$ cat config.mk
export PLATFORM = sky130hd
export DESIGN_NAME = ctw_core
export DESIGN_NICKNAME = d
export VERILOG_FILES = /design/src/verilog/ctw_pkg.sv /design/src/verilog/ctw_word_alu.sv /design/src/verilog/ctw_core.sv
export SDC_FILE = /design/constraint.sdc
export NUM_CORES = 1
export LEC_CHECK = 0
export BUFFER_PORTS_ARGS = -buffer_cell sky130_fd_sc_hd__buf_4
export CAP_MARGIN = 20
export CELL_PAD_IN_SITES_DETAIL_PLACEMENT = 1
export CELL_PAD_IN_SITES_GLOBAL_PLACEMENT = 1
export CORE_MARGIN = 10
export CORE_UTILIZATION = 40
export DETAILED_ROUTE_END_ITERATION = 8
export GPL_TIMING_DRIVEN = 0
export PLACE_DENSITY = 0.83
export SYNTH_ARGS = -nofsm -noshare
export SYNTH_HDL_FRONTEND = slang
export SYNTH_SLANG_ARGS = --single-unit
$ cat constraint.sdc
create_clock -name clk_sys -period 6.15 [get_ports clk_sys]
set_input_delay 1.845 -clock clk_sys [delete_from_list [all_inputs] [get_ports clk_sys]]
set_output_delay 1.845 -clock clk_sys [all_outputs]
set_load 0.1 [all_outputs]
$ cat src/verilog/ctw_pkg.sv
package ctw_pkg;

  // ----------------------------------------------------------------
  // reset values and cycle-counter constants
  // ----------------------------------------------------------------
  localparam logic [7:0] CTW_ACC_RST = 8'h00;
  localparam logic [7:0] CTW_X_RST   = 8'h00;
  localparam logic [7:0] CTW_Y_RST   = 8'h00;
  localparam logic [7:0] CTW_SP_RST  = 8'h00;
  localparam logic [3:0] CTW_REM_RST = 4'h0;
  localparam logic [3:0] CTW_REM_END = 4'h1;
  localparam logic [3:0] CTW_CYC_ONE = 4'h1;

  // ----------------------------------------------------------------
  // operation classes and addressing modes
  // ----------------------------------------------------------------
  typedef enum logic [4:0] {
    OP_NONE               = 5'h00, OP_LOAD_ACCUM         = 5'h01,
    OP_LOAD_ACCUM_XI      = 5'h02, OP_LOAD_MEM_IMMEDIATE = 5'h03,
    OP_LOAD_INDEX_X       = 5'h04, OP_LOAD_INDEX_Y       = 5'h05,
    OP_STORE_ACCUM        = 5'h06, OP_STORE_ACCUM_XI     = 5'h07,
    OP_STORE_INDEX_X      = 5'h08, OP_STORE_INDEX_Y      = 5'h09,
    OP_COPY_ACCUM_TO_X    = 5'h0A, OP_COPY_ACCUM_TO_Y    = 5'h0B,
    OP_COPY_STACKPTR_TO_X = 5'h0C, OP_COPY_X_TO_ACCUM    = 5'h0D,
    OP_COPY_X_TO_STACKPTR = 5'h0E, OP_COPY_Y_TO_ACCUM    = 5'h0F,
    OP_SWAP_X_ACCUM       = 5'h10, OP_SWAP_Y_ACCUM       = 5'h11,
    OP_SWAP_MEM_ACCUM     = 5'h12, OP_SWAP_X_Y           = 5'h13,
    OP_WORD_ADD           = 5'h14, OP_WORD_SUBTRACT      = 5'h15,
    OP_WORD_COMPARE       = 5'h16, OP_WORD_DECREMENT     = 5'h17,
    OP_WORD_INCREMENT     = 5'h18, OP_WORD_LOAD_PAIR     = 5'h19,
    OP_WORD_STORE_PAIR    = 5'h1A
  } ctw_op_e;

  typedef enum logic [3:0] {
    AM_NONE = 4'h0, AM_IMM  = 4'h1, AM_DP  = 4'h2, AM_DPX  = 4'h3,
    AM_DPY  = 4'h4, AM_ABS  = 4'h5, AM_ABSY = 4'h6, AM_IDX = 4'h7,
    AM_IDY  = 4'h8, AM_XIND = 4'h9
  } ctw_mode_e;

  typedef struct packed {
    ctw_op_e    op;
    ctw_mode_e  mode;
    logic [3:0] cycles;
  } ctw_dec_s;

  typedef struct packed {
    logic n;
    logic v;
    logic h;
    logic z;
    logic c;
  } ctw_flags_s;

  typedef struct packed {
    logic [7:0] opcode;
    logic [7:0] opnd1;
    logic [7:0] opnd2;
  } ctw_instr_s;

  typedef struct packed {
    logic [15:0] addr;
    logic [7:0]  wdata;
    logic        we;
    logic        re;
  } ctw_mem_s;

  // ----------------------------------------------------------------
  // opcode table: class, addressing mode, total cycles
  // ----------------------------------------------------------------
  function automatic ctw_dec_s ctw_decode(input logic [7:0] opc);
    ctw_dec_s d;
    d = '{op: OP_NONE, mode: AM_NONE, cycles: CTW_CYC_ONE};
    case (opc)
      8'hC4: d = '{OP_LOAD_ACCUM, AM_IMM, 4'h2};
      8'hC5: d = '{OP_LOAD_ACCUM, AM_DP, 4'h3};
      8'hC6: d = '{OP_LOAD_ACCUM, AM_DPX, 4'h4};
      8'hC7: d = '{OP_LOAD_ACCUM, AM_ABS, 4'h4};
      8'hD5: d = '{OP_LOAD_ACCUM, AM_ABSY, 4'h5};
      8'hD6: d = '{OP_LOAD_ACCUM, AM_IDX, 4'h6};
      8'hD7: d = '{OP_LOAD_ACCUM, AM_IDY, 4'h6};
      8'hD4: d = '{OP_LOAD_ACCUM, AM_XIND, 4'h3};
      8'hDB: d = '{OP_LOAD_ACCUM_XI, AM_XIND, 4'h4};
      8'hE4: d = '{OP_LOAD_MEM_IMMEDIATE, AM_DP, 4'h5};
      8'h1E: d = '{OP_LOAD_INDEX_X, AM_IMM, 4'h2};
      8'hCC: d = '{OP_LOAD_INDEX_X, AM_DP, 4'h3};
      8'hCD: d = '{OP_LOAD_INDEX_X, AM_DPY, 4'h4};
      8'hDC: d = '{OP_LOAD_INDEX_X, AM_ABS, 4'h4};
      8'h3E: d = '{OP_LOAD_INDEX_Y, AM_IMM, 4'h2};
      8'hC9: d = '{OP_LOAD_INDEX_Y, AM_DP, 4'h3};
      8'hD9: d = '{OP_LOAD_INDEX_Y, AM_DPX, 4'h4};
      8'hD8: d = '{OP_LOAD_INDEX_Y, AM_ABS, 4'h4};
      8'hE5: d = '{OP_STORE_ACCUM, AM_DP, 4'h4};
      8'hE6: d = '{OP_STORE_ACCUM, AM_DPX, 4'h5};
      8'hE7: d = '{OP_STORE_ACCUM, AM_ABS, 4'h5};
      8'hF5: d = '{OP_STORE_ACCUM, AM_ABSY, 4'h6};
      8'hF6: d = '{OP_STORE_ACCUM, AM_IDX, 4'h7};
      8'hF7: d = '{OP_STORE_ACCUM, AM_IDY, 4'h7};
      8'hF4: d = '{OP_STORE_ACCUM, AM_XIND, 4'h4};
      8'hFB: d = '{OP_STORE_ACCUM_XI, AM_XIND, 4'h4};
      8'hEC: d = '{OP_STORE_INDEX_X, AM_DP, 4'h4};
      8'hED: d = '{OP_STORE_INDEX_X, AM_DPY, 4'h5};
      8'hFC: d = '{OP_STORE_INDEX_X, AM_ABS, 4'h5};
      8'hE9: d = '{OP_STORE_INDEX_Y, AM_DP, 4'h4};
      8'hF9: d = '{OP_STORE_INDEX_Y, AM_DPX, 4'h5};
      8'hF8: d = '{OP_STORE_INDEX_Y, AM_ABS, 4'h5};
      8'hE8: d = '{OP_COPY_ACCUM_TO_X, AM_NONE, 4'h2};
      8'h9F: d = '{OP_COPY_ACCUM_TO_Y, AM_NONE, 4'h2};
      8'hAE: d = '{OP_COPY_STACKPTR_TO_X, AM_NONE, 4'h2};
      8'hC8: d = '{OP_COPY_X_TO_ACCUM, AM_NONE, 4'h2};
      8'h8E: d = '{OP_COPY_X_TO_STACKPTR, AM_NONE, 4'h2};
      8'hBF: d = '{OP_COPY_Y_TO_ACCUM, AM_NONE, 4'h2};
      8'hEE: d = '{OP_SWAP_X_ACCUM, AM_NONE, 4'h4};
      8'hDE: d = '{OP_SWAP_Y_ACCUM, AM_NONE, 4'h4};
      8'hBC: d = '{OP_SWAP_MEM_ACCUM, AM_DP, 4'h5};
      8'hAD: d = '{OP_SWAP_MEM_ACCUM, AM_DPX, 4'h6};
      8'hBB: d = '{OP_SWAP_MEM_ACCUM, AM_XIND, 4'h5};
      8'hFE: d = '{OP_SWAP_X_Y, AM_NONE, 4'h4};
      8'h1D: d = '{OP_WORD_ADD, AM_DP, 4'h5};
      8'h3D: d = '{OP_WORD_SUBTRACT, AM_DP, 4'h5};
      8'h5D: d = '{OP_WORD_COMPARE, AM_DP, 4'h4};
      8'hBD: d = '{OP_WORD_DECREMENT, AM_DP, 4'h6};
      8'h9D: d = '{OP_WORD_INCREMENT, AM_DP, 4'h6};
      8'h7D: d = '{OP_WORD_LOAD_PAIR, AM_DP, 4'h5};
      8'hDD: d = '{OP_WORD_STORE_PAIR, AM_DP, 4'h5};
      default: d = '{op: OP_NONE, mode: AM_NONE, cycles: CTW_CYC_ONE};
    endcase
    return d;
  endfunction : ctw_decode

  function automatic ctw_flags_s ctw_set_nz(input ctw_flags_s f, input logic [7:0] v);
    ctw_flags_s r;
    r = f;
    r.n = v[7];
    r.z = (v == 8'h00);
    return r;
  endfunction : ctw_set_nz

  // next byte of a pair stays inside the same 256-byte page
  function automatic logic [15:0] ctw_next_addr(input logic [15:0] a);
    return {a[15:8], 8'(a[7:0] + 8'h01)};
  endfunction : ctw_next_addr

endpackage : ctw_pkg

$ cat src/verilog/ctw_word_alu.sv
`timescale 1ns/10ps
module ctw_word_alu (
  // operation and operands
  input  wire ctw_pkg::ctw_op_e    op,
  input  wire logic [15:0]         ya,
  input  wire logic [15:0]         mem_word,
  input  wire ctw_pkg::ctw_flags_s flg_in,
  // result
  output ctw_pkg::ctw_flags_s      flg_out,
  output logic [15:0]              result
);
  import ctw_pkg::*;

  logic [16:0] sum;
  logic [12:0] half;

  always_comb begin
    sum     = {1'b0, ya};
    half    = 13'h0000;
    flg_out = flg_in;
    case (op)
      OP_WORD_ADD: begin
        // incoming carry is ignored
        sum       = {1'b0, ya} + {1'b0, mem_word};
        half      = {1'b0, ya[11:0]} + {1'b0, mem_word[11:0]};
        flg_out.c = sum[16];
        flg_out.h = half[12];
        flg_out.v = (ya[15] == mem_word[15]) && (sum[15] != ya[15]);
      end
      OP_WORD_SUBTRACT, OP_WORD_COMPARE: begin
        // carry set means no borrow
        sum       = {1'b0, ya} - {1'b0, mem_word};
        half      = {1'b0, ya[11:0]} - {1'b0, mem_word[11:0]};
        flg_out.c = ~sum[16];
        if (op == OP_WORD_SUBTRACT) begin
          flg_out.h = ~half[12];
          flg_out.v = (ya[15] != mem_word[15]) && (sum[15] != ya[15]);
        end
      end
      OP_WORD_INCREMENT: sum = {1'b0, mem_word} + 17'h00001;
      OP_WORD_DECREMENT: sum = {1'b0, mem_word} - 17'h00001;
      default: sum = {1'b0, ya};
    endcase
    result    = sum[15:0];
    flg_out.n = sum[15];
    flg_out.z = (sum[15:0] == 16'h0000);
  end

endmodule : ctw_word_alu

$ cat src/verilog/ctw_core.sv
// Behaviour
// - auto-increment load reads byte at X into A, then X plus one; 4 cycles
// - immediate-to-memory load writes operand byte to direct page; flags kept
// - accumulator stores write A to memory in each mode; flags kept
// - auto-increment store writes A at X, then X plus one; 4 cycles
// - X stores write X to memory in three modes; flags kept
// - Y stores write Y to memory in three modes; flags kept
// - copy A into X in 2 cycles; N and Z follow value
// - copy A into Y in 2 cycles; N and Z follow value
// - copy stack pointer into X in 2 cycles; N and Z follow value
// - copy X into A in 2 cycles; N and Z follow value
// - load stack pointer from X in 2 cycles; N and Z follow value
// - copy Y into A in 2 cycles; N and Z follow value
// - swap X and A in 4 cycles, flags untouched
// - swap Y and A in 4 cycles, flags untouched
// - swap memory byte with A in three modes; N and Z follow new A
// - swap X and Y in 4 cycles, flags untouched
// - add direct-page word to Y:A without carry; N V H Z C updated
// - subtract direct-page word from Y:A without carry; N V H Z C updated
// - compare Y:A with direct-page word; N Z C only, nothing written
// - decrement direct-page word, write back, N and Z from result; 6 cycles
// - increment direct-page word, write back, N and Z from result; 6 cycles
// - write A to dp and Y to dp+1; flags kept
`timescale 1ns/10ps
module ctw_core (
  // clock and reset
  input  wire logic                clk_sys,
  input  wire logic                reset,
  // instruction from fetch
  input  wire logic                instr_valid,
  input  wire ctw_pkg::ctw_instr_s instr,
  input  wire logic [7:0]          dp_page,
  output logic                     instr_ready,
  output logic                     done,
  // data memory bus
  input  wire logic [7:0]          mem_rdata,
  output ctw_pkg::ctw_mem_s        mem,
  // architectural state
  output logic [7:0]               acc,
  output logic [7:0]               idx_x,
  output logic [7:0]               idx_y,
  output logic [7:0]               stack_ptr,
  output ctw_pkg::ctw_flags_s      flags
);
  import ctw_pkg::*;

  // ----------------------------------------------------------------
  // state
  // ----------------------------------------------------------------
  typedef enum logic [2:0] {
    ST_IDLE    = 3'b000,
    ST_PTR_HI  = 3'b001,
    ST_PTR_END = 3'b010,
    ST_RD_HI   = 3'b011,
    ST_TAKE    = 3'b100,
    ST_WR_HI   = 3'b101,
    ST_WAIT    = 3'b110
  } ctw_state_e;

  ctw_state_e  state_q,  state_d;
  logic [3:0]  rem_q,    rem_d;
  ctw_dec_s    dec_q,    dec_d;
  ctw_instr_s  ins_q,    ins_d;
  logic [15:0] ea_q,     ea_d;
  logic [7:0]  lo_q,     lo_d;
  logic [7:0]  hi_q,     hi_d;
  logic [7:0]  acc_q,    acc_d;
  logic [7:0]  x_q,      x_d;
  logic [7:0]  y_q,      y_d;
  logic [7:0]  sp_q,     sp_d;
  ctw_flags_s  flg_q,    flg_d;
  ctw_mem_s    mem_q,    mem_d;
  logic        ready_q;
  logic        done_q,   done_d;
  ctw_dec_s    dec_in;
  logic        launch;
  logic [15:0] launch_addr;
  ctw_flags_s  alu_flg;
  logic [15:0] alu_res;

  assign dec_in = ctw_decode(instr.opcode);

  // first address touched: the operand itself, or the pointer for indirect modes
  function automatic logic [15:0] ctw_first_addr(input ctw_mode_e m, input ctw_instr_s i,
                                                 input logic [7:0] x, input logic [7:0] y,
                                                 input logic [7:0] pg);
    logic [15:0] a;
    a = {pg, i.opnd1};
    case (m)
      AM_DPX, AM_IDX: a = {pg, 8'(i.opnd1 + x)};
      AM_DPY:         a = {pg, 8'(i.opnd1 + y)};
      AM_ABS:         a = {i.opnd2, i.opnd1};
      AM_ABSY:        a = {i.opnd2, i.opnd1} + {8'h00, y};
      AM_XIND:        a = {pg, x};
      default:        a = {pg, i.opnd1};
    endcase
    return a;
  endfunction : ctw_first_addr

  // ----------------------------------------------------------------
  // 16-bit arithmetic on the Y:A pair and memory words
  // ----------------------------------------------------------------
  ctw_word_alu u_word_alu (
    .op       (dec_q.op),
    .ya       ({y_q, acc_q}),
    .mem_word ({mem_rdata, lo_q}),
    .flg_in   (flg_q),
    .flg_out  (alu_flg),
    .result   (alu_res)
  );

  // ----------------------------------------------------------------
  // sequencing and execution
  // ----------------------------------------------------------------
  always_comb begin
    state_d     = state_q;
    rem_d       = rem_q;
    dec_d       = dec_q;
    ins_d       = ins_q;
    ea_d        = ea_q;
    lo_d        = lo_q;
    hi_d        = hi_q;
    acc_d       = acc_q;
    x_d         = x_q;
    y_d         = y_q;
    sp_d        = sp_q;
    flg_d       = flg_q;
    done_d      = 1'b0;
    mem_d       = '{addr: mem_q.addr, wdata: mem_q.wdata, we: 1'b0, re: 1'b0};
    launch      = 1'b0;
    launch_addr = ea_q;
    if (rem_q > CTW_REM_RST) begin
      rem_d = 4'(rem_q - CTW_REM_END);
    end
    case (state_q)
      ST_IDLE: begin
        // unknown opcodes belong to other units and are not taken here
        if (instr_valid && dec_in.op != OP_NONE) begin
          dec_d   = dec_in;
          ins_d   = instr;
          rem_d   = 4'(dec_in.cycles - CTW_CYC_ONE);
          ea_d    = ctw_first_addr(dec_in.mode, instr, x_q, y_q, dp_page);
          state_d = ST_WAIT;
          case (dec_in.mode)
            AM_NONE, AM_IMM: begin
              case (dec_in.op)
                OP_LOAD_ACCUM: begin
                  acc_d = instr.opnd1;
                  flg_d = ctw_set_nz(flg_q, instr.opnd1);
                end
                OP_LOAD_INDEX_X: begin
                  x_d   = instr.opnd1;
                  flg_d = ctw_set_nz(flg_q, instr.opnd1);
                end
                OP_LOAD_INDEX_Y: begin
                  y_d   = instr.opnd1;
                  flg_d = ctw_set_nz(flg_q, instr.opnd1);
                end
                OP_COPY_ACCUM_TO_X: begin
                  x_d   = acc_q;
                  flg_d = ctw_set_nz(flg_q, acc_q);
                end
                OP_COPY_ACCUM_TO_Y: begin
                  y_d   = acc_q;
                  flg_d = ctw_set_nz(flg_q, acc_q);
                end
                OP_COPY_STACKPTR_TO_X: begin
                  x_d   = sp_q;
                  flg_d = ctw_set_nz(flg_q, sp_q);
                end
                OP_COPY_X_TO_ACCUM: begin
                  acc_d = x_q;
                  flg_d = ctw_set_nz(flg_q, x_q);
                end
                OP_COPY_X_TO_STACKPTR: begin
                  sp_d  = x_q;
                  flg_d = ctw_set_nz(flg_q, x_q);
                end
                OP_COPY_Y_TO_ACCUM: begin
                  acc_d = y_q;
                  flg_d = ctw_set_nz(flg_q, y_q);
                end
                OP_SWAP_X_ACCUM: begin
                  acc_d = x_q;
                  x_d   = acc_q;
                end
                OP_SWAP_Y_ACCUM: begin
                  acc_d = y_q;
                  y_d   = acc_q;
                end
                OP_SWAP_X_Y: begin
                  x_d = y_q;
                  y_d = x_q;
                end
                default: state_d = ST_WAIT;
              endcase
            end
            AM_IDX, AM_IDY: begin
              mem_d.addr = ea_d;
              mem_d.re   = 1'b1;
              state_d    = ST_PTR_HI;
            end
            default: begin
              launch      = 1'b1;
              launch_addr = ea_d;
            end
          endcase
          if (dec_in.op == OP_LOAD_ACCUM_XI || dec_in.op == OP_STORE_ACCUM_XI) begin
            // the access already latched the old X, so the bump cannot disturb it
            x_d = 8'(x_q + 8'h01);
          end
        end
      end
      ST_PTR_HI: begin
        lo_d       = mem_rdata;
        mem_d.addr = ctw_next_addr(ea_q);
        mem_d.re   = 1'b1;
        state_d    = ST_PTR_END;
      end
      ST_PTR_END: begin
        launch      = 1'b1;
        launch_addr = {mem_rdata, lo_q};
        if (dec_q.mode == AM_IDY) begin
          launch_addr = {mem_rdata, lo_q} + {8'h00, y_q};
        end
      end
      ST_RD_HI: begin
        lo_d       = mem_rdata;
        mem_d.addr = ctw_next_addr(ea_q);
        mem_d.re   = 1'b1;
        state_d    = ST_TAKE;
      end
      ST_TAKE: begin
        state_d = ST_WAIT;
        case (dec_q.op)
          OP_LOAD_ACCUM, OP_LOAD_ACCUM_XI: begin
            acc_d = mem_rdata;
            flg_d = ctw_set_nz(flg_q, mem_rdata);
          end
          OP_LOAD_INDEX_X: begin
            x_d   = mem_rdata;
            flg_d = ctw_set_nz(flg_q, mem_rdata);
          end
          OP_LOAD_INDEX_Y: begin
            y_d   = mem_rdata;
            flg_d = ctw_set_nz(flg_q, mem_rdata);
          end
          OP_SWAP_MEM_ACCUM: begin
            acc_d       = mem_rdata;
            flg_d       = ctw_set_nz(flg_q, mem_rdata);
            mem_d.addr  = ea_q;
            mem_d.wdata = acc_q;
            mem_d.we    = 1'b1;
          end
          OP_WORD_ADD, OP_WORD_SUBTRACT: begin
            {y_d, acc_d} = alu_res;
            flg_d        = alu_flg;
          end
          OP_WORD_COMPARE: flg_d = alu_flg;
          OP_WORD_INCREMENT, OP_WORD_DECREMENT: begin
            flg_d.n     = alu_flg.n;
            flg_d.z     = alu_flg.z;
            hi_d        = alu_res[15:8];
            mem_d.addr  = ea_q;
            mem_d.wdata = alu_res[7:0];
            mem_d.we    = 1'b1;
            state_d     = ST_WR_HI;
          end
          OP_WORD_LOAD_PAIR: begin
            acc_d   = lo_q;
            y_d     = mem_rdata;
            flg_d.n = mem_rdata[7];
            flg_d.z = ({mem_rdata, lo_q} == 16'h0000);
          end
          default: state_d = ST_WAIT;
        endcase
      end
      ST_WR_HI: begin
        mem_d.addr  = ctw_next_addr(ea_q);
        mem_d.wdata = hi_q;
        mem_d.we    = 1'b1;
        state_d     = ST_WAIT;
      end
      default: state_d = state_q;
    endcase
    // operand address known: stores and the immediate-to-memory load write at once, the rest read
    if (launch) begin
      ea_d       = launch_addr;
      mem_d.addr = launch_addr;
      state_d    = ST_TAKE;
      case (dec_d.op)
        OP_STORE_ACCUM, OP_STORE_ACCUM_XI: begin
          mem_d.wdata = acc_q;
          mem_d.we    = 1'b1;
          state_d     = ST_WAIT;
        end
        OP_STORE_INDEX_X: begin
          mem_d.wdata = x_q;
          mem_d.we    = 1'b1;
          state_d     = ST_WAIT;
        end
        OP_STORE_INDEX_Y: begin
          mem_d.wdata = y_q;
          mem_d.we    = 1'b1;
          state_d     = ST_WAIT;
        end
        OP_LOAD_MEM_IMMEDIATE: begin
          mem_d.wdata = ins_d.opnd2;
          mem_d.we    = 1'b1;
          state_d     = ST_WAIT;
        end
        OP_WORD_STORE_PAIR: begin
          mem_d.wdata = acc_q;
          mem_d.we    = 1'b1;
          hi_d        = y_q;
          state_d     = ST_WR_HI;
        end
        OP_WORD_ADD, OP_WORD_SUBTRACT, OP_WORD_COMPARE,
        OP_WORD_INCREMENT, OP_WORD_DECREMENT, OP_WORD_LOAD_PAIR: begin
          mem_d.re = 1'b1;
          state_d  = ST_RD_HI;
        end
        default: mem_d.re = 1'b1;
      endcase
    end
    // the cycle budget, not the micro-sequence, decides when the next opcode is taken
    if (state_q != ST_IDLE && rem_q == CTW_REM_END) begin
      state_d = ST_IDLE;
      done_d  = 1'b1;
    end
  end

  // ----------------------------------------------------------------
  // flip-flops
  // ----------------------------------------------------------------
  always_ff @(posedge clk_sys or posedge reset) begin
    if (reset) begin
      state_q <= ST_IDLE;
      rem_q   <= CTW_REM_RST;
      ready_q <= 1'b1;
      done_q  <= 1'b0;
    end else begin
      state_q <= state_d;
      rem_q   <= rem_d;
      ready_q <= (state_d == ST_IDLE);
      done_q  <= done_d;
    end
  end

  always_ff @(posedge clk_sys or posedge reset) begin
    if (reset) begin
      dec_q <= '{op: OP_NONE, mode: AM_NONE, cycles: CTW_CYC_ONE};
      ins_q <= '0;
      ea_q  <= '0;
      lo_q  <= '0;
      hi_q  <= '0;
    end else begin
      dec_q <= dec_d;
      ins_q <= ins_d;
      ea_q  <= ea_d;
      lo_q  <= lo_d;
      hi_q  <= hi_d;
    end
  end

  always_ff @(posedge clk_sys or posedge reset) begin
    if (reset) begin
      acc_q <= CTW_ACC_RST;
      x_q   <= CTW_X_RST;
      y_q   <= CTW_Y_RST;
      sp_q  <= CTW_SP_RST;
      flg_q <= '0;
    end else begin
      acc_q <= acc_d;
      x_q   <= x_d;
      y_q   <= y_d;
      sp_q  <= sp_d;
      flg_q <= flg_d;
    end
  end

  always_ff @(posedge clk_sys or posedge reset) begin
    if (reset) begin
      mem_q <= '0;
    end else begin
      mem_q <= mem_d;
    end
  end

  assign instr_ready = ready_q;
  assign done        = done_q;
  assign mem         = mem_q;
  assign acc         = acc_q;
  assign idx_x       = x_q;
  assign idx_y       = y_q;
  assign stack_ptr   = sp_q;
  assign flags       = flg_q;

endmodule : ctw_core

### Yosys cells after proc, flatten, opt, wreduce, memory -nomap -nowiden

Cells that the tools add are included.

* reductions and logical operators: 60
* order comparisons: 1
* equality and inequality tests: 123
* mux-type cells: 70
* bitwise logic cells: 3
* $add $sub $neg: 14

Operator list (count)
* $pmux W13 S51: 1
* $eq A8 B8 Y1 const B: 45
* $mux W16: 8
* $mux W8: 14
* $eq A5 B5 Y1 const B: 17
* $pmux W16 S5: 1
* $pmux W8 S3: 3
* $pmux W16 S4: 1
* $pmux W8 S2: 4
* $pmux W25 S2: 1
* $logic_not A8 Y1: 6
* $pmux W16 S3: 1
* $eq A5 B4 Y1 const B: 8
* $pmux W9 S4: 1
* $eq A5 B3 Y1 const B: 7
* $add A16 B8 Y16: 2
* $logic_not A16 Y1: 2
* $pmux W16 S2: 1
* $pmux W8 S4: 1
* $reduce_and A5 Y1: 6
* $reduce_or A2 Y1: 14
* $mux W13: 2
* $mux W26: 1
* $pmux W5 S5: 1
* 59 further kinds: 123

* word-level logic and storage cells: 295
* output and inout port bits: 65
* input port bits: 43
* register bits after elaboration: 125

### Depth between registers and ports, before layout

Gate-level depths: netlist of the first run.

* depth in word-level cells: 12
* depth in mapped cells: 21
* gate-level depth less buffers: 18

### Hierarchy

From an unflattened synthesis of the first run, not the netlist that was laid out.

* cell total of the unflattened synthesis: 1669
* area, all modules: 13402.9 um2

Modules (own cells, without submodules)
* ctw_core: times used 1, sequential area each 3029.2 um2, area an instance 10647.7 um2, cells an instance 1274
* ctw_word_alu: times used 1, sequential area each 0.0 um2, area an instance 2755.1 um2, cells an instance 395

### Worst setup path before layout of the first run

No wires, ideal clock.

* path type: input-to-reg
* start: input instr[20] (netlist name)
* end: register ea_q[7]
* slack: 0.092 ns
* stages on the path: 20
* arrival: 5.937 ns
* library setup time: 0.121 ns
* data required time: 6.029 ns
* buffers on the path: 3
* cell sequence: buf_2 buf_4 a21oi_1 a2111oi_0 o31a_1 or2_2 clkbuf_1 nand4_1 mux2_2 ha_1 a21oi_1 nand2_1 a311o_1 a21o_1 a21oi_1 xnor2_1 xnor2_1 a221oi_1 nand2_1 a22o_1

* longest elaborated chain between the ends: 9
* elaborated cells on any way between the ends: 78
* those cells by class: eq/ne (59); mux (11); reduce/logical (8)

RTL lines
* start, declared: line ctw_core.sv:31 `input wire ctw_pkg::ctw_instr_s instr,`
* $eq A8 B8 Y1, or another cell as far along: line ctw_pkg.sv:73 `case (opc)`
* $pmux W13 S51 (*): line ctw_pkg.sv:73
* $eq A4 B3 Y1, or another cell as far along: line ctw_core.sv:89, ctw_core.sv:144
* $reduce_or A2 Y1 / $reduce_or A4 Y1 (equally long branches)
* $pmux W16 S5 / $mux W1 (equally long branches): line ctw_core.sv:89, ctw_core.sv:144
* $mux W16 / $mux W1 (equally long branches): line ctw_core.sv:144, ctw_core.sv:138
* $mux W16 / $pmux W1 S2 (equally long branches): line ctw_core.sv:138, ctw_core.sv:135
* $pmux W16 S2 / $reduce_bool A2 Y1 (equally long branches)
* $mux W16 / $reduce_and A2 Y1 (equally long branches)
* end signal, assigned: line ctw_core.sv:354 `ea_q <= '0;`
* end signal, assigned: line ctw_core.sv:360 `ea_q <= ea_d;`
* end, declared: line ctw_core.sv:64 `logic [15:0] ea_q, ea_d;`

Mark *: on every way between the ends. The rest lies on a longest branch, timed or not. The select of a mux whose other input is x is not followed.
A chain may end at the register's enable or synchronous reset.

### Final worst setup path of the first run

* start: input instr[18] (netlist name)
* end: register mem_q, in the netlist mem[17]

* longest elaborated chain between the ends: 9
* elaborated cells on any way between the ends: 82
* those cells by class: eq/ne (62); mux (12); reduce/logical (8)

RTL lines
* $eq A8 B8 Y1, or another cell as far along: line ctw_pkg.sv:73
* $pmux W13 S51 (*): line ctw_pkg.sv:73
* $eq A4 B1 Y1, or another cell as far along: line ctw_core.sv:144 `case (dec_in.mode)`
* $reduce_or A4 Y1 (no source line) / $reduce_or A2 Y1 (equally long branches)
* $mux W1 / $pmux W16 S5 (equally long branches): line ctw_core.sv:144, ctw_core.sv:89
* $mux W1 / $mux W16 (equally long branches): line ctw_core.sv:138, ctw_core.sv:144
* $pmux W1 S2 / $mux W16 (equally long branches): line ctw_core.sv:135, ctw_core.sv:138
* $ne A4 B2 Y1 (no source line), or another cell as far along
* $reduce_and A4 Y1 (no source line) / $mux W26 (equally long branches)
* end signal, assigned: line ctw_core.sv:386 `mem_q <= mem_d;`
* end, declared: line ctw_core.sv:72 `ctw_mem_s mem_q, mem_d;`

Marked as above.

==> report_table.html, run 1 <==
<table>
<tr><th>Metric</th><th>Value</th></tr>
<tr><th colspan="2">Run status</th></tr>
<tr><td>Status</td><td>finished, violations left</td></tr>
<tr><td>Failing checks</td><td>DRC</td></tr>
<tr><th colspan="2">Yosys</th></tr>
<tr><td>Library cell occupying the most area in the post-synthesis netlist</td><td>dfrtp_1</td></tr>
<tr><td>Number of warnings reported in the yosys synthesis log</td><td>0</td></tr>
<tr><td>Post-synth EDFFs</td><td>0</td></tr>
<tr><td>Proportion of netlist area held by the largest area contributor</td><td>21.94%</td></tr>
<tr><td>Number of register bits inferred by synthesis</td><td>121</td></tr>
<tr><td>Post-synthesis area per instance</td><td>7.600 sq um</td></tr>
<tr><td>Share of synthesized area occupied by flip-flops and latches</td><td>22.13%</td></tr>
<tr><td>Number of different library cells in the post-synthesis netlist</td><td>103</td></tr>
<tr><td>Most common flop cell mapped by yosys</td><td>dfrtp_1</td></tr>
<tr><td>Area contributors post-synth</td><td>dfrtp_1, ha_1, nand2_1, a21oi_1, o21ai_0</td></tr>
<tr><td>Ys async rst share</td><td>100.0%</td></tr>
<tr><td>Gate count after technology mapping</td><td>1,801</td></tr>
<tr><td>Mapped cell area</td><td>13,690 sq um</td></tr>
<tr><td>Post-Synthesis Net Count</td><td>1,926</td></tr>
<tr><th colspan="2">Clock network</th></tr>
<tr><td>TritonCTS clock tree</td><td>done</td></tr>
<tr><td>Number of buffers created by CTS</td><td>17</td></tr>
<tr><td>Clock-pin slew on the worst setup and hold paths</td><td>0.06 ns</td></tr>
<tr><td>Clock latency on the worst-skew pair</td><td>0.45 ns</td></tr>
<tr><td>Number of clock sinks seen by CTS</td><td>121</td></tr>
<tr><td>Cell at the root of the clock tree</td><td>clkbuf_16</td></tr>
<tr><td>CTS Buffer Depth</td><td>2</td></tr>
<tr><td>Number of levels in the clock H-tree</td><td>4</td></tr>
<tr><th colspan="2">STA</th></tr>
<tr><td>Post-route clock skew</td><td>0.01560 ns</td></tr>
<tr><td>Total of endpoints with negative setup slack in the final report</td><td>0</td></tr>
<tr><td>Minimum clock period after layout</td><td>5.974 ns</td></tr>
<tr><td>Max Transition Viols Final</td><td>0</td></tr>
<tr><td>Achievable clock frequency</td><td>0.1674 GHz</td></tr>
<tr><td>Hold Fails Final Rpt</td><td>0</td></tr>
<tr><td>Slew @ Worst Pin</td><td>1.247 ns</td></tr>
<tr><td>Final period utilization</td><td>97.14%</td></tr>
<tr><td>Tightest slew margin relative to the limit</td><td>16.12%</td></tr>
<tr><th colspan="2">Pwr</th></tr>
<tr><td>Leakage</td><td>0.006877 uW</td></tr>
<tr><td>Power density over the cells</td><td>562.5 nW/um^2</td></tr>
<tr><td>Post-route total power</td><td>8940 uW</td></tr>
<tr><td>VDD IR-drop max</td><td>497.6 uV</td></tr>
<tr><th colspan="2">Die</th></tr>
<tr><td>CORE AREA</td><td>33,620 sq um</td></tr>
<tr><td>Number of top-level design ports</td><td>108</td></tr>
<tr><td>Standard-cell row count</td><td>67</td></tr>
<tr><td>Die Area</td><td>42,020 sq um</td></tr>
<tr><td>Initial cell density of the core</td><td>40.72%</td></tr>
<tr><td>Chip Width</td><td>205.0 um</td></tr>
<tr><td>Die Y-Extent</td><td>205.0 um</td></tr>
<tr><th colspan="2">Placed design</th></tr>
<tr><td>Placed wire-length estimate after detailed placement</td><td>53,010 um</td></tr>
<tr><td>Final weighted congestion in routability-driven placement</td><td>1.021</td></tr>
<tr><td>IO Port Bufs</td><td>105</td></tr>
<tr><td>Count of placed standard cells including taps</td><td>2,360</td></tr>
<tr><th colspan="2">GRT</th></tr>
<tr><td>Number of antenna violations at the first check in global routing</td><td>3</td></tr>
<tr><td>Total congestion overflow after global routing</td><td>0</td></tr>
<tr><td>Wire length of the first global-routing pass</td><td>102,100 um</td></tr>
<tr><td>Number of global-route vias before repair</td><td>16,160</td></tr>
<tr><td>Maximum number of pins on one net before global-route repair</td><td>80</td></tr>
<tr><td>Total track usage</td><td>31.68%</td></tr>
<tr><th colspan="2">Worst setup path</th></tr>
<tr><td>Data required time of the worst path</td><td>6.48 ns</td></tr>
<tr><td>FF-to-FF setup slack</td><td>0.31 ns</td></tr>
<tr><td>Kind of start point of the critical path</td><td>primary input</td></tr>
<tr><td>Delay of the slowest cell on the worst path</td><td>0.42 ns</td></tr>
<tr><td>Launching element of the worst setup path</td><td>instr[18]</td></tr>
<tr><td>RR Startpoint</td><td>dec_q[11]$_DFF_PP0_</td></tr>
<tr><td>Crit Path Category</td><td>primary input to register</td></tr>
<tr><td>Most Frequent Cell on Critical Path</td><td>buf_4</td></tr>
<tr><td>CP endpoint kind</td><td>register</td></tr>
<tr><td>Cell with the biggest individual delay on the critical path</td><td>a221oi_2</td></tr>
<tr><td>Maximum fanout along the worst path</td><td>10</td></tr>
<tr><td>Cell Chain, Critical Path</td><td>buf_4 &gt; buf_4 &gt; and3b_1 &gt; and3_1 &gt; a221o_1 &gt; nor4_4 &gt; nand4_1 &gt; buf_4 &gt; mux2_2 &gt; ha_1 &gt; a21oi_1 &gt; nand2_1 &gt; a311o_1 &gt; a21o_1 &gt; a21oi_1 &gt; xnor2_1 &gt; xnor2_1 &gt; a221oi_2 &gt; nor3_1 &gt; o22a_1</td></tr>
<tr><td>CP arrival</td><td>6.30 ns</td></tr>
<tr><th colspan="2">Layout</th></tr>
<tr><td>Number of filler cells placed in the layout</td><td>4,216</td></tr>
<tr><td>Multi-input gate area in the final layout</td><td>9985 sq um</td></tr>
<tr><td>Number of flip-flops under the largest register name</td><td>26</td></tr>
<tr><td>Count of placed standard cells in the final layout, fillers left out</td><td>2,399</td></tr>
<tr><td>Highest-count cells in the layout ignoring fill and taps</td><td>nand2_1, nor2_1, a21oi_1, buf_4, dfrtp_1</td></tr>
<tr><td>Net count, final</td><td>2,062</td></tr>
<tr><td>Area growth syn-to-layout</td><td>16.11%</td></tr>
<tr><td>Most common cell after layout, fill and taps aside</td><td>nand2_1</td></tr>
<tr><td>Proportion of layout cells with a drive suffix above 1</td><td>14.10%</td></tr>
<tr><td>Total area of sequential cells</td><td>3029 sq um</td></tr>
<tr><th colspan="2">Routing</th></tr>
<tr><td>Detailed-route DRC error count</td><td>1</td></tr>
<tr><td>Number of nets with antenna violations after detailed routing</td><td>0</td></tr>
<tr><td>Initial DRT Pass Iterations</td><td>9</td></tr>
<tr><td>Number of DRC violations after detailed-routing iteration 0</td><td>1,776</td></tr>
<tr><td>Total wire length after detailed routing</td><td>68,810 um</td></tr>
<tr><td>Vias per cell</td><td>6.825</td></tr>
<tr><td>WL per Instance</td><td>28.68 um</td></tr>
<tr><td>Number of vias in the routed layout</td><td>16,370</td></tr>
<tr><th colspan="2">Min path</th></tr>
<tr><td>Path category of the worst min-delay check</td><td>register to register</td></tr>
<tr><td>Hold_sp</td><td>mem[19]$_DFFE_PP0P_</td></tr>
<tr><th colspan="2">Job</th></tr>
<tr><td>Max-capacitance violation count</td><td>0</td></tr>
</table>
## power by group
part           internal (uW)  switching [uW]  leakage, uW
combinational           1770            4340      0.00504
sequential              1130             591      0.00153
clock                    628             479     0.000302
## metrics by stage
stage	util [%]	TNS, ns	setup WS (ns)	hold slack, ns	instance area [sq um]
2_1_floorplan	-	0	0.09153	0.4498	13690
6_report	47.28	0	0.1756	0.4793	15890
3_5_place_dp	44.97	-14.11	-1.545	0.4710	15120
5_1_grt	47.27	-0.001229	-0.001229	0.5227	15890
3_3_place_gp	44.73	-89.23	-1.318	0.4640	15040
4_1_cts	46.95	0	0.01914	0.4844	15780
## synthesized netlist by cell type, types with 17 or more instances
library cell  instances
a31oi_1              20
mux2i_1              27
xor2_1               18
ha_1                 76
mux2_2               36
a221oi_1             36
o211ai_1             17
xnor2_1              33
a21o_1               19
o22ai_1              20
o31ai_1              19
a211oi_1             29
nor2_1              155
nand3_1              76
dfrtp_1             120
o21ai_0             119
nor3_1               42
clkbuf_1             73
nand2b_1             28
and3_1               18
a22oi_1              29
buf_1                21
inv_1                66
a222oi_1             18
nor4_1               23
nor2b_1              20
a21oi_1             132
nand2_1             216
## worst paths after layout
path,to,cells past startpoint
max,mem[17]$_DFFE_PP0P_,20
min,mem[19]$_DFFE_PP0P_,2
max reg2reg,idx_y[7]$_DFFE_PP0P_,15
min reg2reg,mem[19]$_DFFE_PP0P_,2
max in group asynchronous,flags[2]$_DFFE_PP0P_,3
min in group asynchronous,mem[20]$_DFFE_PP0P_,2
## layout make-up
| type | count | share of cell area, % |
|---|---|---|
| diodes | 1 | 0.01575 |
| plain buffers | 117 | 3.267 |
| clock buffers | 18 | 2.763 |
| clock inverters | 14 | 1.110 |
| inverters | 67 | 1.614 |
| multi-input cells | 1493 | 62.82 |
| flip-flops and latches | 121 | 19.06 |
| well taps | 448 | 3.527 |
| repair buffers | 120 | 5.818 |
## worst max-delay path: cells and delay by family
family                     cells  cell delay [ns]
muxes                          1             0.29
and+or+nand+nor                6             1.11
AOI/OAI and AO/OA              7             1.90
buffers and inverters          3             0.48
adders and majority gates      1             0.32
xor gates and xnor gates       2             0.34
## kinds of logic (layout without fill, tap and decap cells)
group,Yosys count,count (layout),synth area share (%)
AO/OA/AOI/OAI,608,608,31.11
flip-flops,121,121,22.13
adder cells (fa/ha/maj),82,82,7.825
XOR/XNOR,51,51,3.263
AND/OR/NAND/NOR,688,688,24.97
buffers and inverters,187,336,5.686
multiplexers,64,64,5.018
other,0,1,0
## repair_timing
action,in CTS,in global routing
endpoints found under the setup margin,13,9
setup buffers,5,2
resized for setup,5,18
hold buffers,0,0
pin swaps,3,5
## per-layer routing
layer  vias up  track usage [%]  wire length [um]  part of all wire [%]
li1       7093                -                 -                     -
met5         -                0                47                 0.068
met2       917            48.10             29860                    43
met4         8            13.44              3136                   4.6
met1      8130            41.28             28380                    41
met3       225            8.877              7393                    11
(Power assumes the default switching activity.)
==> run 2: changes to the inputs <==
- SETUP_SLACK_MARGIN: not set -> 0.2
==> report_table.html, run 2 (synthesized netlist as in run 1, its figures left out) <==
<table>
<tr><th>Metric</th><th>Value</th></tr>
<tr><th colspan="2">Routing</th></tr>
<tr><td>Detailed-route DRC error count</td><td>0 (-1)</td></tr>
<tr><td>Vias per cell</td><td>6.789 (-0.52%)</td></tr>
<tr><td>Total wire length after detailed routing</td><td>67,680 um (-1.6%)</td></tr>
<tr><td>WL per Instance</td><td>28.20 um (-1.7%)</td></tr>
<tr><td>Number of vias in the routed layout</td><td>16,290 (-0.48%)</td></tr>
<tr><td>Number of nets with antenna violations after detailed routing</td><td>0 (unchanged)</td></tr>
<tr><td>Number of DRC violations after detailed-routing iteration 0</td><td>2,202 (+24%)</td></tr>
<tr><td>Initial DRT Pass Iterations</td><td>9 (unchanged)</td></tr>
<tr><th colspan="2">Worst setup path</th></tr>
<tr><td>Data required time of the worst path</td><td>6.49 ns (about the same)</td></tr>
<tr><td>FF-to-FF setup slack</td><td>1.11 ns (+0.80 ns)</td></tr>
<tr><td>CP arrival</td><td>6.18 ns (-0.12 ns)</td></tr>
<tr><td>Maximum fanout along the worst path</td><td>10 (unchanged)</td></tr>
<tr><td>Logic depth of the worst register-to-register path</td><td>15 (unchanged)</td></tr>
<tr><td>Crit Path Category</td><td>primary input to register</td></tr>
<tr><td>Kind of start point of the critical path</td><td>primary input</td></tr>
<tr><td>CP endpoint kind</td><td>register</td></tr>
<tr><th colspan="2">Pwr</th></tr>
<tr><td>VDD IR-drop max</td><td>513.1 uV (+3.1%)</td></tr>
<tr><td>Leakage</td><td>0.006906 uW (+0.42%)</td></tr>
<tr><td>Power density over the cells</td><td>562.1 nW/um^2 (about the same)</td></tr>
<tr><th colspan="2">Die</th></tr>
<tr><td>Number of top-level design ports</td><td>108 (unchanged)</td></tr>
<tr><td>Standard-cell row count</td><td>67 (unchanged)</td></tr>
<tr><td>Initial cell density of the core</td><td>40.72% (unchanged)</td></tr>
<tr><td>Die Y-Extent</td><td>205.0 um (unchanged)</td></tr>
<tr><td>CORE AREA</td><td>33,620 sq um (unchanged)</td></tr>
<tr><td>Die Area</td><td>42,020 sq um (unchanged)</td></tr>
<tr><td>Chip Width</td><td>205.0 um (unchanged)</td></tr>
<tr><th colspan="2">Layout</th></tr>
<tr><td>Multi-input gate area in the final layout</td><td>10,010 sq um (+0.21%)</td></tr>
<tr><td>Net count, final</td><td>2,064 (+0.097%)</td></tr>
<tr><td>Proportion of layout cells with a drive suffix above 1</td><td>14.45% (+0.34 points)</td></tr>
<tr><td>Area growth syn-to-layout</td><td>16.42%</td></tr>
<tr><td>Count of antenna diodes in the layout</td><td>0 (-1)</td></tr>
<tr><td>Number of filler cells placed in the layout</td><td>4,191 (-0.59%)</td></tr>
<tr><td>Count of placed standard cells in the final layout, fillers left out</td><td>2,400 (+0.042%)</td></tr>
<tr><td>Total area of sequential cells</td><td>3029 sq um (unchanged)</td></tr>
<tr><td>Number of flip-flops under the largest register name</td><td>26 (unchanged)</td></tr>
<tr><td>Share of the core filled with cells</td><td>47.40% (+0.13 points)</td></tr>
<tr><td>Highest-count cells in the layout ignoring fill and taps</td><td>nand2_1, nor2_1, a21oi_1, dfrtp_1, o21ai_0</td></tr>
<tr><td>Area of all placed cells without fillers</td><td>15,940 sq um (+0.27%)</td></tr>
<tr><td>Most common cell after layout, fill and taps aside</td><td>nand2_1</td></tr>
<tr><th colspan="2">GRT</th></tr>
<tr><td>Total congestion overflow after global routing</td><td>0 (unchanged)</td></tr>
<tr><td>Total track usage</td><td>31.24% (-0.44 points)</td></tr>
<tr><td>Number of antenna violations at the first check in global routing</td><td>1 (-2)</td></tr>
<tr><td>Wire length of the first global-routing pass</td><td>101,400 um (-0.70%)</td></tr>
<tr><td>Maximum number of pins on one net before global-route repair</td><td>70 (-13%)</td></tr>
<tr><td>Number of global-route vias before repair</td><td>16,380 (+1.3%)</td></tr>
<tr><th colspan="2">Clock network</th></tr>
<tr><td>Number of clock sinks seen by CTS</td><td>121 (unchanged)</td></tr>
<tr><td>Number of buffers created by CTS</td><td>17 (unchanged)</td></tr>
<tr><td>Cell at the root of the clock tree</td><td>clkbuf_16</td></tr>
<tr><td>CTS Buffer Depth</td><td>2 (unchanged)</td></tr>
<tr><td>Clock latency on the worst-skew pair</td><td>0.45 ns (about the same)</td></tr>
<tr><td>Clock-pin slew on the worst setup and hold paths</td><td>0.07 ns (about the same)</td></tr>
<tr><td>TritonCTS clock tree</td><td>done</td></tr>
<tr><td>Number of levels in the clock H-tree</td><td>4 (unchanged)</td></tr>
<tr><th colspan="2">STA</th></tr>
<tr><td>Total of endpoints with negative setup slack in the final report</td><td>0 (unchanged)</td></tr>
<tr><td>Hold Fails Final Rpt</td><td>0 (unchanged)</td></tr>
<tr><td>RSZ-0062 raised after global routing</td><td>yes</td></tr>
<tr><td>Slew @ Worst Pin</td><td>1.167 ns (-0.08053 ns)</td></tr>
<tr><td>Hold slack</td><td>0.4857 ns (+0.006462 ns)</td></tr>
<tr><td>Worst Setup Slack, final</td><td>0.3085 ns (+0.1329 ns)</td></tr>
<tr><td>Achievable clock frequency</td><td>0.1712 GHz (+2.3%)</td></tr>
<tr><td>Minimum clock period after layout</td><td>5.842 ns (-0.1329 ns)</td></tr>
<tr><td>Max Transition Viols Final</td><td>0 (unchanged)</td></tr>
<tr><td>Final period utilization</td><td>94.98% (-2.2 points)</td></tr>
<tr><td>Tightest slew margin relative to the limit</td><td>21.60% (+5.5 points)</td></tr>
<tr><td>Post-route clock skew</td><td>0.01762 ns (+0.002020 ns)</td></tr>
<tr><th colspan="2">Placed design</th></tr>
<tr><td>Placed wire-length estimate after detailed placement</td><td>51,620 um (-2.6%)</td></tr>
<tr><td>Count of placed standard cells including taps</td><td>2,359 (-0.042%)</td></tr>
<tr><td>Post-place setup slack</td><td>-1.122 ns (+0.4232 ns)</td></tr>
<tr><td>IO Port Bufs</td><td>105 (unchanged)</td></tr>
<tr><td>Final weighted congestion in routability-driven placement</td><td>1.017 (-0.39%)</td></tr>
<tr><td>Dpl cell area</td><td>15,110 sq um (about the same)</td></tr>
<tr><th colspan="2">Job</th></tr>
<tr><td>Max-capacitance violation count</td><td>0 (unchanged)</td></tr>
<tr><th colspan="2">Min path</th></tr>
<tr><td>Path category of the worst min-delay check</td><td>register to register</td></tr>
<tr><td>Worst hold path cell count</td><td>2 (unchanged)</td></tr>
<tr><th colspan="2">Run status</th></tr>
<tr><td>Status</td><td>finished, final reports clean</td></tr>
</table>
-- run 2: changes by cell type in the layout (fill, tap and decap cells not counted), moves of 2 or more --
cell,previous run,this run
buf_6,6,10
buf_4,121,116
clkinv_4,2,4
clkbuf_2,0,2
inv_6,5,7
inv_8,5,2
a21oi_1,132,130
a21oi_2,0,2
-- run 2: per-layer routing --
metal / wire [um] / GRT usage [%]
met1: 27880 / 40.71
met2: 29150 / 47.34
met3: 6806 / 7.282
met4: 3758 / 15.59
met5: 78 / 1.308
-- run 2: final timing paths --
kind | startpoint | endpoint
hold reg to reg | ea_q[13]$_DFFE_PP0P_ | ea_q[13]$_DFFE_PP0P_
setup reg to reg | dec_q[11]$_DFF_PP0_ | idx_y[7]$_DFFE_PP0P_
hold / removal | ea_q[13]$_DFFE_PP0P_ | ea_q[13]$_DFFE_PP0P_
min in group asynchronous | reset | ea_q[0]$_DFFE_PP0P_
max in group asynchronous | reset | stack_ptr[5]$_DFFE_PP0P_
setup / recovery | instr[20] | ea_q[7]$_DFFE_PP0P_
-- run 2: final cells by class --
| cell class | count | share of cell area (%) |
|---|---|---|
| well taps | 448 | 3.518 |
| multi-input cells | 1493 | 62.79 |
| clock buffers | 17 | 2.670 |
| flip-flops and latches | 121 | 19.01 |
| repair buffers | 119 | 5.740 |
| clock inverters | 15 | 1.115 |
| inverters | 67 | 1.610 |
| plain buffers | 120 | 3.549 |
-- run 2: repair_timing --
action | 4_1_cts | 5_1_grt
pin swaps | 5 | 4
hold buffers | 0 | 0
resized for setup | 18 | 23
buffers inserted | 3 | 1
endpoints found under the setup margin | 8 | 14
endpoints found under the hold margin | 0 | 0
-- run 2: critical path, stage by stage --
cell,delay (ns)
buf_4,0.12
buf_6,0.14
buf_6,0.14
buf_8,0.15
nor4_2,0.27
o31a_1,0.34
or2_4,0.21
buf_6,0.14
nand4_1,0.09
buf_4,0.19
mux2_2,0.29
ha_1,0.31
a21oi_1,0.18
nand2_1,0.12
a311o_1,0.40
a21o_1,0.20
a21oi_2,0.14
xnor2_1,0.09
xnor2_1,0.19
a221oi_2,0.33
nand2_1,0.09
a22o_1,0.21
-- run 2: power by group --
part	internal, uW	switching (uW)	total (uW)	leakage (uW)
Sequential	1130	576	1710	0.00153
Combinational	1780	4380	6170	0.00508
Clock	612	474	1090	0.000294
-- run 2: through the flow --
step	power [uW]	setup TNS (ns)
6_report	8958	0
5_1_grt	9383	0
4_1_cts	8751	0
3_5_place_dp	7618	-6.765
3_3_place_gp	7460	-82.86
2_1_floorplan	5695	0
